`config.mk`:
```
export PLATFORM = sky130hd
export DESIGN_NAME = scg_clkgen
export DESIGN_NICKNAME = d
export VERILOG_FILES = /design/src/logic/scg_pkg.sv /design/src/logic/scg_phase_if.sv /design/src/logic/scg_phase_det.sv /design/src/logic/scg_clkgen.sv
export SDC_FILE = /design/constraint.sdc
export NUM_CORES = 1
export LEC_CHECK = 0
export BUFFER_PORTS_ARGS = -buffer_cell sky130_fd_sc_hd__buf_2
export CAP_MARGIN = 20
export CORE_ASPECT_RATIO = 0.9
export CORE_MARGIN = 2
export CORE_UTILIZATION = 45
export CTS_CLUSTER_SIZE = 30
export DETAILED_ROUTE_END_ITERATION = 8
export PLACE_DENSITY = 0.67
export REMOVE_ABC_BUFFERS = 1
export SLEW_MARGIN = 20
export SYNTH_ARGS = -nofsm -noshare
export SYNTH_HDL_FRONTEND = slang
export SYNTH_HIERARCHICAL = 1
export SYNTH_SLANG_ARGS = --single-unit
```
`constraint.sdc`:
```
create_clock -name clk -period 6.8 [get_ports clk]
set_input_delay 1.02 -clock clk [delete_from_list [all_inputs] [get_ports clk]]
set_output_delay 1.02 -clock clk [all_outputs]
set_load 0.02 [all_outputs]
```
`src/logic/scg_pkg.sv`:
```
package scg_pkg;
	// Indices into the vector of sampled pins
	localparam int PIN_SRC_25M92 = 0;
	localparam int PIN_VCXO_44M736 = 1;
	localparam int PIN_REF_8K = 2;
	localparam int PIN_REF_24M576 = 3;
	localparam int PIN_LINE_CLK = 4;
	localparam int PIN_LINE_DATA = 5;
	localparam int PIN_FR_DS3_GCLK = 6;
	localparam int PIN_FR_DS3_DATA = 7;
	localparam int PIN_FR_STS1_TX = 8;
	localparam int PIN_MUX_DS3_TX = 9;
	localparam int PIN_MAP_DS1_TX = 10;
	localparam int PIN_MUX_DS1_RX = 11;
	localparam int PIN_FR_VT_RX = 12;
	localparam int PIN_MAP_VT_TX = 13;
	localparam int NUM_PINS = 14;

	// Clock of this block, 40 MHz
	localparam int CLK_PERIOD_NS = 25;

	// VCXO steering word out of reset, mid-scale so the loop starts centred
	localparam logic [11:0] VCXO_MID = 12'h800;

	// Rate accumulators, both figures in kHz
	localparam logic [15:0] DS1_NUM = 16'h1820;
	localparam logic [15:0] DS1_DEN = 16'h6540;
	localparam logic [15:0] DS3_NUM = 16'hAEC0;
	localparam logic [15:0] DS3_DEN = 16'hCA80;

	// Nominal edges in one 8 kHz frame
	localparam logic [12:0] DS3_NOM = 13'h15D8;
	localparam logic [12:0] REF_NOM = 13'h0C00;

	// Payload pointer range and H1 flag nibbles
	localparam logic [9:0] PTR_MAX = 10'h30E;
	localparam logic [3:0] NDF_SET = 4'h9;
	localparam logic [3:0] NDF_NORM = 4'h6;

	// Jitter attenuator store
	localparam int ATT_DEPTH = 8;
	localparam logic [3:0] ATT_FULL = 4'h8;

	typedef enum logic [2:0] {
		LB_NONE,
		LB_STS1_LINE,
		LB_STS1_SYS,
		LB_DS3_LINE,
		LB_DS3_SYS,
		LB_DS1_SYS,
		LB_VT15_LINE
	} scg_loop_t;
endpackage : scg_pkg

```
`src/logic/scg_phase_if.sv`:
```
interface scg_phase_if;
	logic [12:0] ds3_cnt;
	logic [12:0] ref_cnt;
	logic done;
	modport det (output ds3_cnt, output ref_cnt, output done);
	modport use_side (input ds3_cnt, input ref_cnt, input done);
endinterface : scg_phase_if

```
`src/logic/scg_phase_det.sv`:
```
module scg_phase_det (
	input wire logic clk, // 40 MHz
	input wire logic reset, // Synchronous, active high
	input wire logic ds3_rise, // Local DS3 clock edge
	input wire logic ref_rise, // 24.576 MHz edge
	input wire logic frame_rise, // 8 kHz reference edge
	scg_phase_if.det ph // Captured counts
);
	import scg_pkg::*;

	logic [12:0] ds3_cnt_q;
	logic [12:0] ref_cnt_q;
	logic [12:0] ds3_cap_q;
	logic [12:0] ref_cap_q;
	logic done_q;

	////////////////////////////////////////////////////////////////////////
	// Each frame restarts the count, so the VCXO phase is tied to the 8 kHz
	always_ff @(posedge clk) begin
		if (reset) begin
			ds3_cnt_q <= 13'h0000;
			ref_cnt_q <= 13'h0000;
			ds3_cap_q <= 13'h0000;
			ref_cap_q <= 13'h0000;
			done_q <= 1'b0;
		end else if (frame_rise) begin
			ds3_cap_q <= ds3_cnt_q;
			ref_cap_q <= ref_cnt_q;
			ds3_cnt_q <= {12'h000, ds3_rise};
			ref_cnt_q <= {12'h000, ref_rise};
			done_q <= 1'b1;
		end else begin
			ds3_cnt_q <= ds3_cnt_q + {12'h000, ds3_rise};
			ref_cnt_q <= ref_cnt_q + {12'h000, ref_rise};
			done_q <= 1'b0;
		end
	end

	assign ph.ds3_cnt = ds3_cap_q;
	assign ph.ref_cnt = ref_cap_q;
	assign ph.done = done_q;
endmodule : scg_phase_det

```
`src/logic/scg_clkgen.sv`:
```
// Contract
// - Derive the 6.176 MHz DS1 transmit clock from the 25.92 MHz source.
// - DS1 clock is gapped, averaging four times 1.544 MHz, for the mappers.
// - DS3 transmit clock is phase locked to the 8 kHz central reference.
// - Expose readable phase counts of 44.736 MHz against 24.576 MHz.
// - Software-written control word steers the 44.736 MHz VCXO frequency.
// - Attenuator takes DS3 data on framer gapped clock, emits on local clock.
// - Divide recovered 51.84 MHz line clock by eight, assembling bytes.
// - Interpret H1/H2 pointer, adjusting payload alignment to the drop clock.
// - In DS3 mode, gap the 51.84 MHz line clock into nominal 44.736 MHz.
// - De-jittered DS3 clock and data pass through here to the multiplexer.
// - Loopbacks: STS-1 line/system, DS3 line/system, DS1 system, VT1.5 line.
// - Phase reference is the 24.576 MHz clock from the link slave.
// - The link slave's 8 kHz reference keeps clocks aligned to the master.
module scg_clkgen (
	input wire logic clk, // 40 MHz
	input wire logic reset, // Synchronous, active high
	input wire logic src_25m92, // 25.92 MHz source
	input wire logic vcxo_44m736, // Local DS3 VCXO clock
	input wire logic ref_8k, // 8 kHz reference from link slave
	input wire logic ref_24m576, // 24.576 MHz from link slave
	input wire logic line_rx_clk, // Recovered 51.84 MHz line clock
	input wire logic line_rx_data, // Recovered line data
	input wire logic fr_ds3_gclk, // Framer gapped DS3 clock
	input wire logic fr_ds3_data, // Framer DS3 data
	input wire logic fr_sts1_tx, // Framer STS-1 transmit data
	input wire logic mux_ds3_tx, // Multiplexer DS3 transmit data
	input wire logic map_ds1_tx, // Mapper DS1 transmit data
	input wire logic mux_ds1_rx, // Multiplexer DS1 receive data
	input wire logic fr_vt_rx, // Framer VT1.5 drop data
	input wire logic map_vt_tx, // Mapper VT1.5 add data
	input wire logic ds3_mode, // Framer in DS3 mapping mode
	input wire scg_pkg::scg_loop_t loop_mode, // Loopback select
	input wire logic [11:0] vcxo_set, // Software VCXO steering word
	input wire logic [7:0] ptr_h1, // H1 byte
	input wire logic [7:0] ptr_h2, // H2 byte
	input wire logic ptr_vld, // H1/H2 pair valid, one cycle
	output logic ds1_tx_clk, // Gapped DS1 clock pulse
	output logic ds3_gclk, // Gapped DS3 clock pulse
	output logic [11:0] vcxo_ctrl, // VCXO control word
	output logic [12:0] ph_ds3_cnt, // DS3 edges last frame
	output logic [12:0] ph_ref_cnt, // 24.576 edges last frame
	output logic [13:0] ph_ds3_err, // DS3 count minus nominal
	output logic ph_vld, // New phase reading, one cycle
	output logic [7:0] rx_byte, // Assembled receive byte
	output logic rx_byte_vld, // Byte strobe, one cycle
	output logic [9:0] ptr_cur, // Current payload pointer
	output logic ptr_inc, // Pointer increment, one cycle
	output logic ptr_dec, // Pointer decrement, one cycle
	output logic ds3_mux_data, // DS3 data to multiplexer
	output logic ds3_mux_stb, // DS3 bit strobe to multiplexer
	output logic att_ovf, // Attenuator overflow, one cycle
	output logic line_tx_data, // STS-1 data to line unit
	output logic fr_line_rx, // Line data to framer
	output logic fr_ds3_tx, // DS3 data to framer
	output logic map_ds1_rx, // DS1 data to mapper
	output logic fr_vt_tx // VT1.5 add data to framer
);
	import scg_pkg::*;

	function automatic logic [16:0] acc_step(input logic [15:0] acc, input logic [15:0] num,
			input logic [15:0] den);
		logic [16:0] s;
		s = {1'b0, acc} + {1'b0, num};
		if (s >= {1'b0, den}) begin
			acc_step = {1'b1, 16'(s - {1'b0, den})};
		end else begin
			acc_step = {1'b0, s[15:0]};
		end
	endfunction : acc_step

	function automatic logic [2:0] popcnt5(input logic [4:0] v);
		popcnt5 = 3'({2'b00, v[0]} + v[1] + v[2] + v[3] + v[4]);
	endfunction : popcnt5

	////////////////////////////////////////////////////////////////////////
	// Pin sampling: a change counts once stages two and three agree
	logic [NUM_PINS-1:0] pins_w;
	logic [NUM_PINS-1:0] s1_q, s2_q, s3_q, lvl_q;
	logic [NUM_PINS-1:0] lvl_d;
	logic [NUM_PINS-1:0] rise_w;

	assign pins_w = {map_vt_tx, fr_vt_rx, mux_ds1_rx, map_ds1_tx, mux_ds3_tx, fr_sts1_tx,
		fr_ds3_data, fr_ds3_gclk, line_rx_data, line_rx_clk, ref_24m576, ref_8k,
		vcxo_44m736, src_25m92};
	assign lvl_d = (s2_q & ~(s2_q ^ s3_q)) | (lvl_q & (s2_q ^ s3_q));
	assign rise_w = lvl_d & ~lvl_q;

	always_ff @(posedge clk) begin
		if (reset) begin
			s1_q <= '0;
			s2_q <= '0;
			s3_q <= '0;
			lvl_q <= '0;
		end else begin
			s1_q <= pins_w;
			s2_q <= s1_q;
			s3_q <= s2_q;
			lvl_q <= lvl_d;
		end
	end

	////////////////////////////////////////////////////////////////////////
	// Gapped clocks: fixed accumulator patterns, so the long-term ratio is exact
	logic [15:0] ds1_acc_q, ds3_acc_q;
	logic ds1_clk_q, ds3_clk_q;
	logic [16:0] ds1_step_w, ds3_step_w;

	assign ds1_step_w = acc_step(ds1_acc_q, DS1_NUM, DS1_DEN);
	assign ds3_step_w = acc_step(ds3_acc_q, DS3_NUM, DS3_DEN);

	always_ff @(posedge clk) begin
		if (reset) begin
			ds1_acc_q <= 16'h0000;
			ds3_acc_q <= 16'h0000;
			ds1_clk_q <= 1'b0;
			ds3_clk_q <= 1'b0;
		end else begin
			ds1_clk_q <= rise_w[PIN_SRC_25M92] & ds1_step_w[16];
			if (rise_w[PIN_SRC_25M92]) begin
				ds1_acc_q <= ds1_step_w[15:0];
			end
			ds3_clk_q <= ds3_mode & rise_w[PIN_LINE_CLK] & ds3_step_w[16];
			if (ds3_mode && rise_w[PIN_LINE_CLK]) begin
				ds3_acc_q <= ds3_step_w[15:0];
			end
		end
	end

	assign ds1_tx_clk = ds1_clk_q;
	assign ds3_gclk = ds3_clk_q;

	////////////////////////////////////////////////////////////////////////
	// Digital half of the DS3 loop
	scg_phase_if ph_if ();
	logic [11:0] vcxo_q;
	logic [13:0] err_q;
	logic [12:0] cnt3_q, cntr_q;
	logic vld_q;

	scg_phase_det u_phase (
		.clk(clk),
		.reset(reset),
		.ds3_rise(rise_w[PIN_VCXO_44M736]),
		.ref_rise(rise_w[PIN_REF_24M576]),
		.frame_rise(rise_w[PIN_REF_8K]),
		.ph(ph_if.det)
	);

	always_ff @(posedge clk) begin
		if (reset) begin
			vcxo_q <= VCXO_MID;
			err_q <= 14'h0000;
			cnt3_q <= 13'h0000;
			cntr_q <= 13'h0000;
			vld_q <= 1'b0;
		end else begin
			vcxo_q <= vcxo_set;
			vld_q <= ph_if.done;
			if (ph_if.done) begin
				cnt3_q <= ph_if.ds3_cnt;
				cntr_q <= ph_if.ref_cnt;
				err_q <= {1'b0, ph_if.ds3_cnt} - {1'b0, DS3_NOM};
			end
		end
	end

	assign vcxo_ctrl = vcxo_q;
	assign ph_ds3_cnt = cnt3_q;
	assign ph_ref_cnt = cntr_q;
	assign ph_ds3_err = err_q;
	assign ph_vld = vld_q;

	////////////////////////////////////////////////////////////////////////
	// Receive byte assembly, one byte per eight line clocks
	logic [2:0] bit_cnt_q;
	logic [7:0] shift_q, byte_q;
	logic byte_vld_q;
	logic [7:0] shift_d;

	assign shift_d = {shift_q[6:0], lvl_q[PIN_LINE_DATA]};

	always_ff @(posedge clk) begin
		if (reset) begin
			bit_cnt_q <= 3'h0;
			shift_q <= 8'h00;
			byte_q <= 8'h00;
			byte_vld_q <= 1'b0;
		end else begin
			byte_vld_q <= rise_w[PIN_LINE_CLK] && bit_cnt_q == 3'h7;
			if (rise_w[PIN_LINE_CLK]) begin
				shift_q <= shift_d;
				bit_cnt_q <= bit_cnt_q + 3'h1;
				if (bit_cnt_q == 3'h7) begin
					byte_q <= shift_d;
				end
			end
		end
	end

	assign rx_byte = byte_q;
	assign rx_byte_vld = byte_vld_q;

	////////////////////////////////////////////////////////////////////////
	// Pointer interpreter: majority of inverted I or D bits means a justification
	logic [9:0] ptr_q, last_q;
	logic [1:0] same_q;
	logic inc_q, dec_q;
	wire [9:0] ptr_rx_w = {ptr_h1[1:0], ptr_h2};
	wire [9:0] flip_w = ptr_rx_w ^ ptr_q;
	wire [2:0] i_flip_w = popcnt5({flip_w[9], flip_w[7], flip_w[5], flip_w[3], flip_w[1]});
	wire [2:0] d_flip_w = popcnt5({flip_w[8], flip_w[6], flip_w[4], flip_w[2], flip_w[0]});
	wire norm_w = ptr_vld && ptr_h1[7:4] == NDF_NORM;
	wire inc_w = norm_w && i_flip_w >= 3'h3 && d_flip_w < 3'h3;
	wire dec_w = norm_w && d_flip_w >= 3'h3 && i_flip_w < 3'h3;
	wire legal_w = ptr_rx_w <= PTR_MAX;
	wire ndf_w = ptr_vld && ptr_h1[7:4] == NDF_SET && legal_w;
	wire third_w = norm_w && !inc_w && !dec_w && legal_w && ptr_rx_w != ptr_q
		&& ptr_rx_w == last_q && same_q == 2'h2;

	always_ff @(posedge clk) begin
		if (reset) begin
			ptr_q <= 10'h000;
			last_q <= 10'h000;
			same_q <= 2'h0;
			inc_q <= 1'b0;
			dec_q <= 1'b0;
		end else begin
			inc_q <= inc_w;
			dec_q <= dec_w;
			if (ptr_vld) begin
				last_q <= ptr_rx_w;
				same_q <= (ptr_rx_w == last_q && same_q != 2'h2) ? same_q + 2'h1 : 2'h1;
			end
			if (inc_w) begin
				ptr_q <= (ptr_q == PTR_MAX) ? 10'h000 : ptr_q + 10'h001;
			end else if (dec_w) begin
				ptr_q <= (ptr_q == 10'h000) ? PTR_MAX : ptr_q - 10'h001;
			end else if (ndf_w || third_w) begin
				ptr_q <= ptr_rx_w;
			end
		end
	end

	assign ptr_cur = ptr_q;
	assign ptr_inc = inc_q;
	assign ptr_dec = dec_q;

	////////////////////////////////////////////////////////////////////////
	// Jitter attenuator store: write on framer gaps, read on local VCXO edges
	logic att_mem_q [ATT_DEPTH];
	logic [3:0] wr_q, rd_q;
	logic att_out_q, att_stb_q, ovf_q;
	wire [3:0] fill_w = wr_q - rd_q;
	wire wr_w = rise_w[PIN_FR_DS3_GCLK] && fill_w != ATT_FULL;
	wire rd_w = rise_w[PIN_VCXO_44M736] && fill_w != 4'h0;

	always_ff @(posedge clk) begin
		if (reset) begin
			wr_q <= 4'h0;
			rd_q <= 4'h0;
			att_out_q <= 1'b0;
			att_stb_q <= 1'b0;
			ovf_q <= 1'b0;
		end else begin
			ovf_q <= rise_w[PIN_FR_DS3_GCLK] && fill_w == ATT_FULL;
			att_stb_q <= rd_w;
			if (wr_w) begin
				wr_q <= wr_q + 4'h1;
			end
			if (rd_w) begin
				rd_q <= rd_q + 4'h1;
				att_out_q <= att_mem_q[rd_q[2:0]];
			end
		end
	end

	always_ff @(posedge clk) begin
		if (wr_w) begin
			att_mem_q[wr_q[2:0]] <= lvl_q[PIN_FR_DS3_DATA];
		end
	end

	assign att_ovf = ovf_q;
	assign ds3_mux_stb = att_stb_q;

	////////////////////////////////////////////////////////////////////////
	// Loopback steering, registered so every data output comes from a flop
	logic [5:0] route_q;

	always_ff @(posedge clk) begin
		if (reset) begin
			route_q <= 6'h00;
		end else begin
			route_q[0] <= (loop_mode == LB_STS1_LINE) ? lvl_q[PIN_LINE_DATA] : lvl_q[PIN_FR_STS1_TX];
			route_q[1] <= (loop_mode == LB_STS1_SYS) ? lvl_q[PIN_FR_STS1_TX] : lvl_q[PIN_LINE_DATA];
			route_q[2] <= (loop_mode == LB_DS3_LINE) ? att_out_q : lvl_q[PIN_MUX_DS3_TX];
			route_q[3] <= (loop_mode == LB_DS3_SYS) ? lvl_q[PIN_MUX_DS3_TX] : att_out_q;
			route_q[4] <= (loop_mode == LB_DS1_SYS) ? lvl_q[PIN_MAP_DS1_TX] : lvl_q[PIN_MUX_DS1_RX];
			route_q[5] <= (loop_mode == LB_VT15_LINE) ? lvl_q[PIN_FR_VT_RX] : lvl_q[PIN_MAP_VT_TX];
		end
	end

	assign line_tx_data = route_q[0];
	assign fr_line_rx = route_q[1];
	assign fr_ds3_tx = route_q[2];
	assign ds3_mux_data = route_q[3];
	assign map_ds1_rx = route_q[4];
	assign fr_vt_tx = route_q[5];
endmodule : scg_clkgen

```
==> summary.md <==
| Metric | Value |
|---|---|
| Fin crit share | 0.637 |
| Crit end category | register |
| Latest clock arrival within the worst-skew pair | 0.54 ns |
| Share of flip-flops with an asynchronous set or reset | 0 |
| CTS Sinks | 250 |
| Flop-to-flop setup slack | 2.50 ns |
| Reg2Reg Depth | 12 |
| Status | finished clean |
| Nets | 1432 |
| Sequential share of power | 0.472 |
| Net Sw Frac | 0.230 |
| Overall power | 3220 uW |
| Post-CTS Setup Bufs | 0 |
| Routed Antenna Nets | 0 |
| Vias post-DR | 8957 |
| Syn-to-layout area delta | 15.1% |
| Mapped cell area | 11400 um^2 |
| Root buffer cell | clkbuf_16 |
| Final Core Density | 0.525 |
| LEAKAGE | 0.00503 uW |
| Global-route wire length before repair | 38400 um |
| Worst-Margin Slew | 0.955 ns |
| CP endpoint | ptr_cur[5] |
| Final wirelength | 23100 um |
| Maximum clock frequency | 231 MHz |
| Post-synth EDFFs | 8 |
| Total GRT Usage | 0.169 |
| Core ar. | 25000 um^2 |
| Number of antenna diodes | 0 |
| Pin count of the biggest net entering global routing | 94 |
| CTS Hold Bufs | 0 |
| Maximum vdd drop | 0.000206 V |
| Die Y-Extent | 155 um |
| Wire length per cell | 13.4 um |
| Startpoint types | input pin |
| Setup-failing EPs final | 0 |
| Register bit count reported by yosys | 250 |
| Die ar. | 26600 um^2 |
| CP top delay family | compound AO/OA/AOI/OAI gates |
| Worst Setup Path Type | in2reg |
| IO buf count | 130 |
| Post-CTS Resized | 0 |
| DRC Markers | 0 |
| Average size of a mapped cell | 8.98 um^2 |
| Final hold violations | 0 |
| P per Cell Area | 246 nW/um^2 |
| Fin Setup TNS | 0 ns |
| Clk network pwr share | 0.471 |
| Final Max Slew Viols | 0 |
| HPWL Detailed | 15300 um |
| Worst flop-to-flop path startpoint | ptr_cur[3] |
| Worst path max stage delay | 0.73 ns |
| Hold Slack | 0.430 ns |
| CP max FO | 9 |
| Slew margin rel. | 0.364 |
| CTS buffer count | 28 |
| Worst Hold Class | reg2reg |
| Register area | 5090 um^2 |
| Slowest cell on the critical path | a31oi_1 |
| Internal | 2480 uW |
| Fill count | 2348 |
| Min Tclk post-route | 4.33 ns |
| Share of cells above drive strength 1 | 0.152 |
| Placed cell count | 1667 |
| Worst R2R End | ptr_cur[5] |
| Max-cap viol count | 0 |
| Die span in x | 172 um |
| Seq/Total Area, Yosys | 0.447 |
| Multi-input logic area | 5840 um^2 |
| Synth Flop Type | dfxtp_1 |
| I/O pins | 133 |
| Netlist cell types | 82 |
| Power share of the combinational group | 0.058 |
| Vias in the first global route | 8173 |
| CP Cell Sequence | buf_2, xor2_1, fa_1, fa_1, ha_1, a21oi_1, o2111ai_1, a31oi_1, nor2b_1, o21ai_0, o21ai_0, a21oi_1, a211oi_1 |
| RSZ-0062 raised after global routing | false |
| Cell count along the critical path | 13 |
| Critical Path Source | ptr_h2[3] |
| Row count | 55 |
| Via/cell ratio | 5.21 |
| Gpl congestion | 0.867 |
| H-tree Lvls | 1 |
| Gr ovfl total | 0 |
| Initial antenna violation count | 0 |
| Detailed Route Iter0 Violations | 559 |
| Post-Syn Instances | 1268 |
| Net Sw Power | 740 uW |
| Initial Util | 0.456 |
| WP buf/inv | 1 |
| Clock Skews | 0.00792 ns |
| Clock transition at the registers of the reported paths | 0.06 ns |
| Critical Path AT | 4.77 ns |
| Drt pass-1 iters | 5 |
| CTS max path bufs | 3 |
| CP required | 7.25 ns |
| CTS tree | built |
| Yosys warns | 6 |
| Post-route insts no fill | 1719 |
==> cells in the mapped netlist (11+ instances only) <==
cell type,instances,area [um^2]
or3_1,14,87.6
nand3_1,22,110
o21ai_0,53,265
nor2_1,155,582
ha_1,24,300
a21oi_1,76,380
buf_2,13,65.1
clkbuf_1,46,173
dfxtp_1,242,4840
mux2i_1,88,881
inv_1,34,128
nor4_1,17,106
xnor2_1,38,333
nand2_1,123,462
a211oi_1,11,82.6
nor3_1,16,80.1
xor2_1,27,236
a22oi_1,11,82.6
nor2b_1,62,388
==> kinds of logic after synthesis <==
family                   Yosys count  synth area share
XOR/XNOR                          65            0.0500
flip-flops                       250             0.447
multiplexers                      93            0.0843
AO/OA/AOI/OAI                    228             0.128
adder cells (fa/ha/maj)           28            0.0334
AND/OR/NAND/NOR                  494             0.216
buffers and inverters            110            0.0414
==> worst min path at each step <==
stage	startpoint	end	slack [ns]	cells past startpoint
2_1_floorplan	s1_q[0]	s2_q[0]	0.41	1
3_5_place_dp	s1_q[10]	s2_q[10]	0.42	1
4_1_cts	s1_q[10]	s2_q[10]	0.44	1
6_report	s1_q[0]	s2_q[0]	0.43	1
5_1_grt	s1_q[0]	s2_q[0]	0.44	1
3_3_place_gp	s1_q[11]	s2_q[11]	0.42	1
==> metal layers <==
layer	up-vias	part of all wire	track usage
met2	190	0.45	0.276
met4	0	0.020	0.0440
met5	-	0	0
met1	4139	0.49	0.229
li1	4591	-	-
met3	37	0.048	0.0333
==> worst reg2reg max path, cell delays in order, from the launching register on <==
cell,delay [ns]
dfxtp_1,0.60
xor2_1,0.26
fa_1,0.48
fa_1,0.44
ha_1,0.28
a21oi_1,0.33
o2111ai_1,0.41
a31oi_1,0.73
nor2b_1,0.21
o21ai_0,0.08
o21ai_0,0.09
a21oi_1,0.06
a211oi_1,0.23
==> layout make-up <==
class                   count  area share
well taps                 342      0.0326
flip-flops and latches    250       0.388
clock inverters            17      0.0143
multi-input cells         908       0.446
inverters                  34     0.00973
repair buffers            133      0.0518
clock buffers              35      0.0577
==> power groups by stage <==
stage / logic [uW] / clock network [uW] / registers (uW)
after floorplan: 108 / 0 / 1550
after CTS: 187 / 1560 / 1520
final: 186 / 1510 / 1520
after global routing: 210 / 1620 / 1520
after detailed placement: 186 / 0 / 1550
after global placement: 182 / 0 / 1550
==> stage by stage <==
step,setup WS [ns],instance area (um^2)
finish,2.47,13100
global route,2.30,13100
CTS,2.57,13100
detailed placement,2.04,12200
global placement,1.88,12200
floorplan,2.61,11000
==> layout by cell type (no fill, tap or decap), drive strengths merged, types with 4 or more instances in the layout <==
| cell | count |
|---|---|
| or4 | 8 |
| nor4 | 18 |
| a31oi | 7 |
| a22oi | 11 |
| fa | 4 |
| nand2 | 123 |
| ha | 24 |
| nand3b | 5 |
| a21o | 7 |
| or2 | 6 |
| nand4 | 12 |
| and4 | 5 |
| o21ai | 56 |
| dfxtp | 242 |
| mux2i | 88 |
| a21oi | 76 |
| edfxtp | 8 |
| and3 | 8 |
| o22ai | 6 |
| nor3b | 6 |
| buf | 133 |
| nor2b | 62 |
| and2 | 10 |
| nand3 | 23 |
| a211oi | 12 |
| inv | 35 |
| xnor2 | 38 |
| xor2 | 27 |
| or3 | 14 |
| o31ai | 8 |
| clkbuf | 35 |
| clkinv | 12 |
| a311oi | 6 |
| nand2b | 11 |
| nor2 | 155 |
| nor3 | 17 |
==> sequential cells by signal (all words and copies together), names as in the netlist, 14 cells and up, named ones only <==
register	cells
s2_q	14
ph_ds3_err	14
s1_q	14
s3_q	14
(Power assumes the default switching activity.)
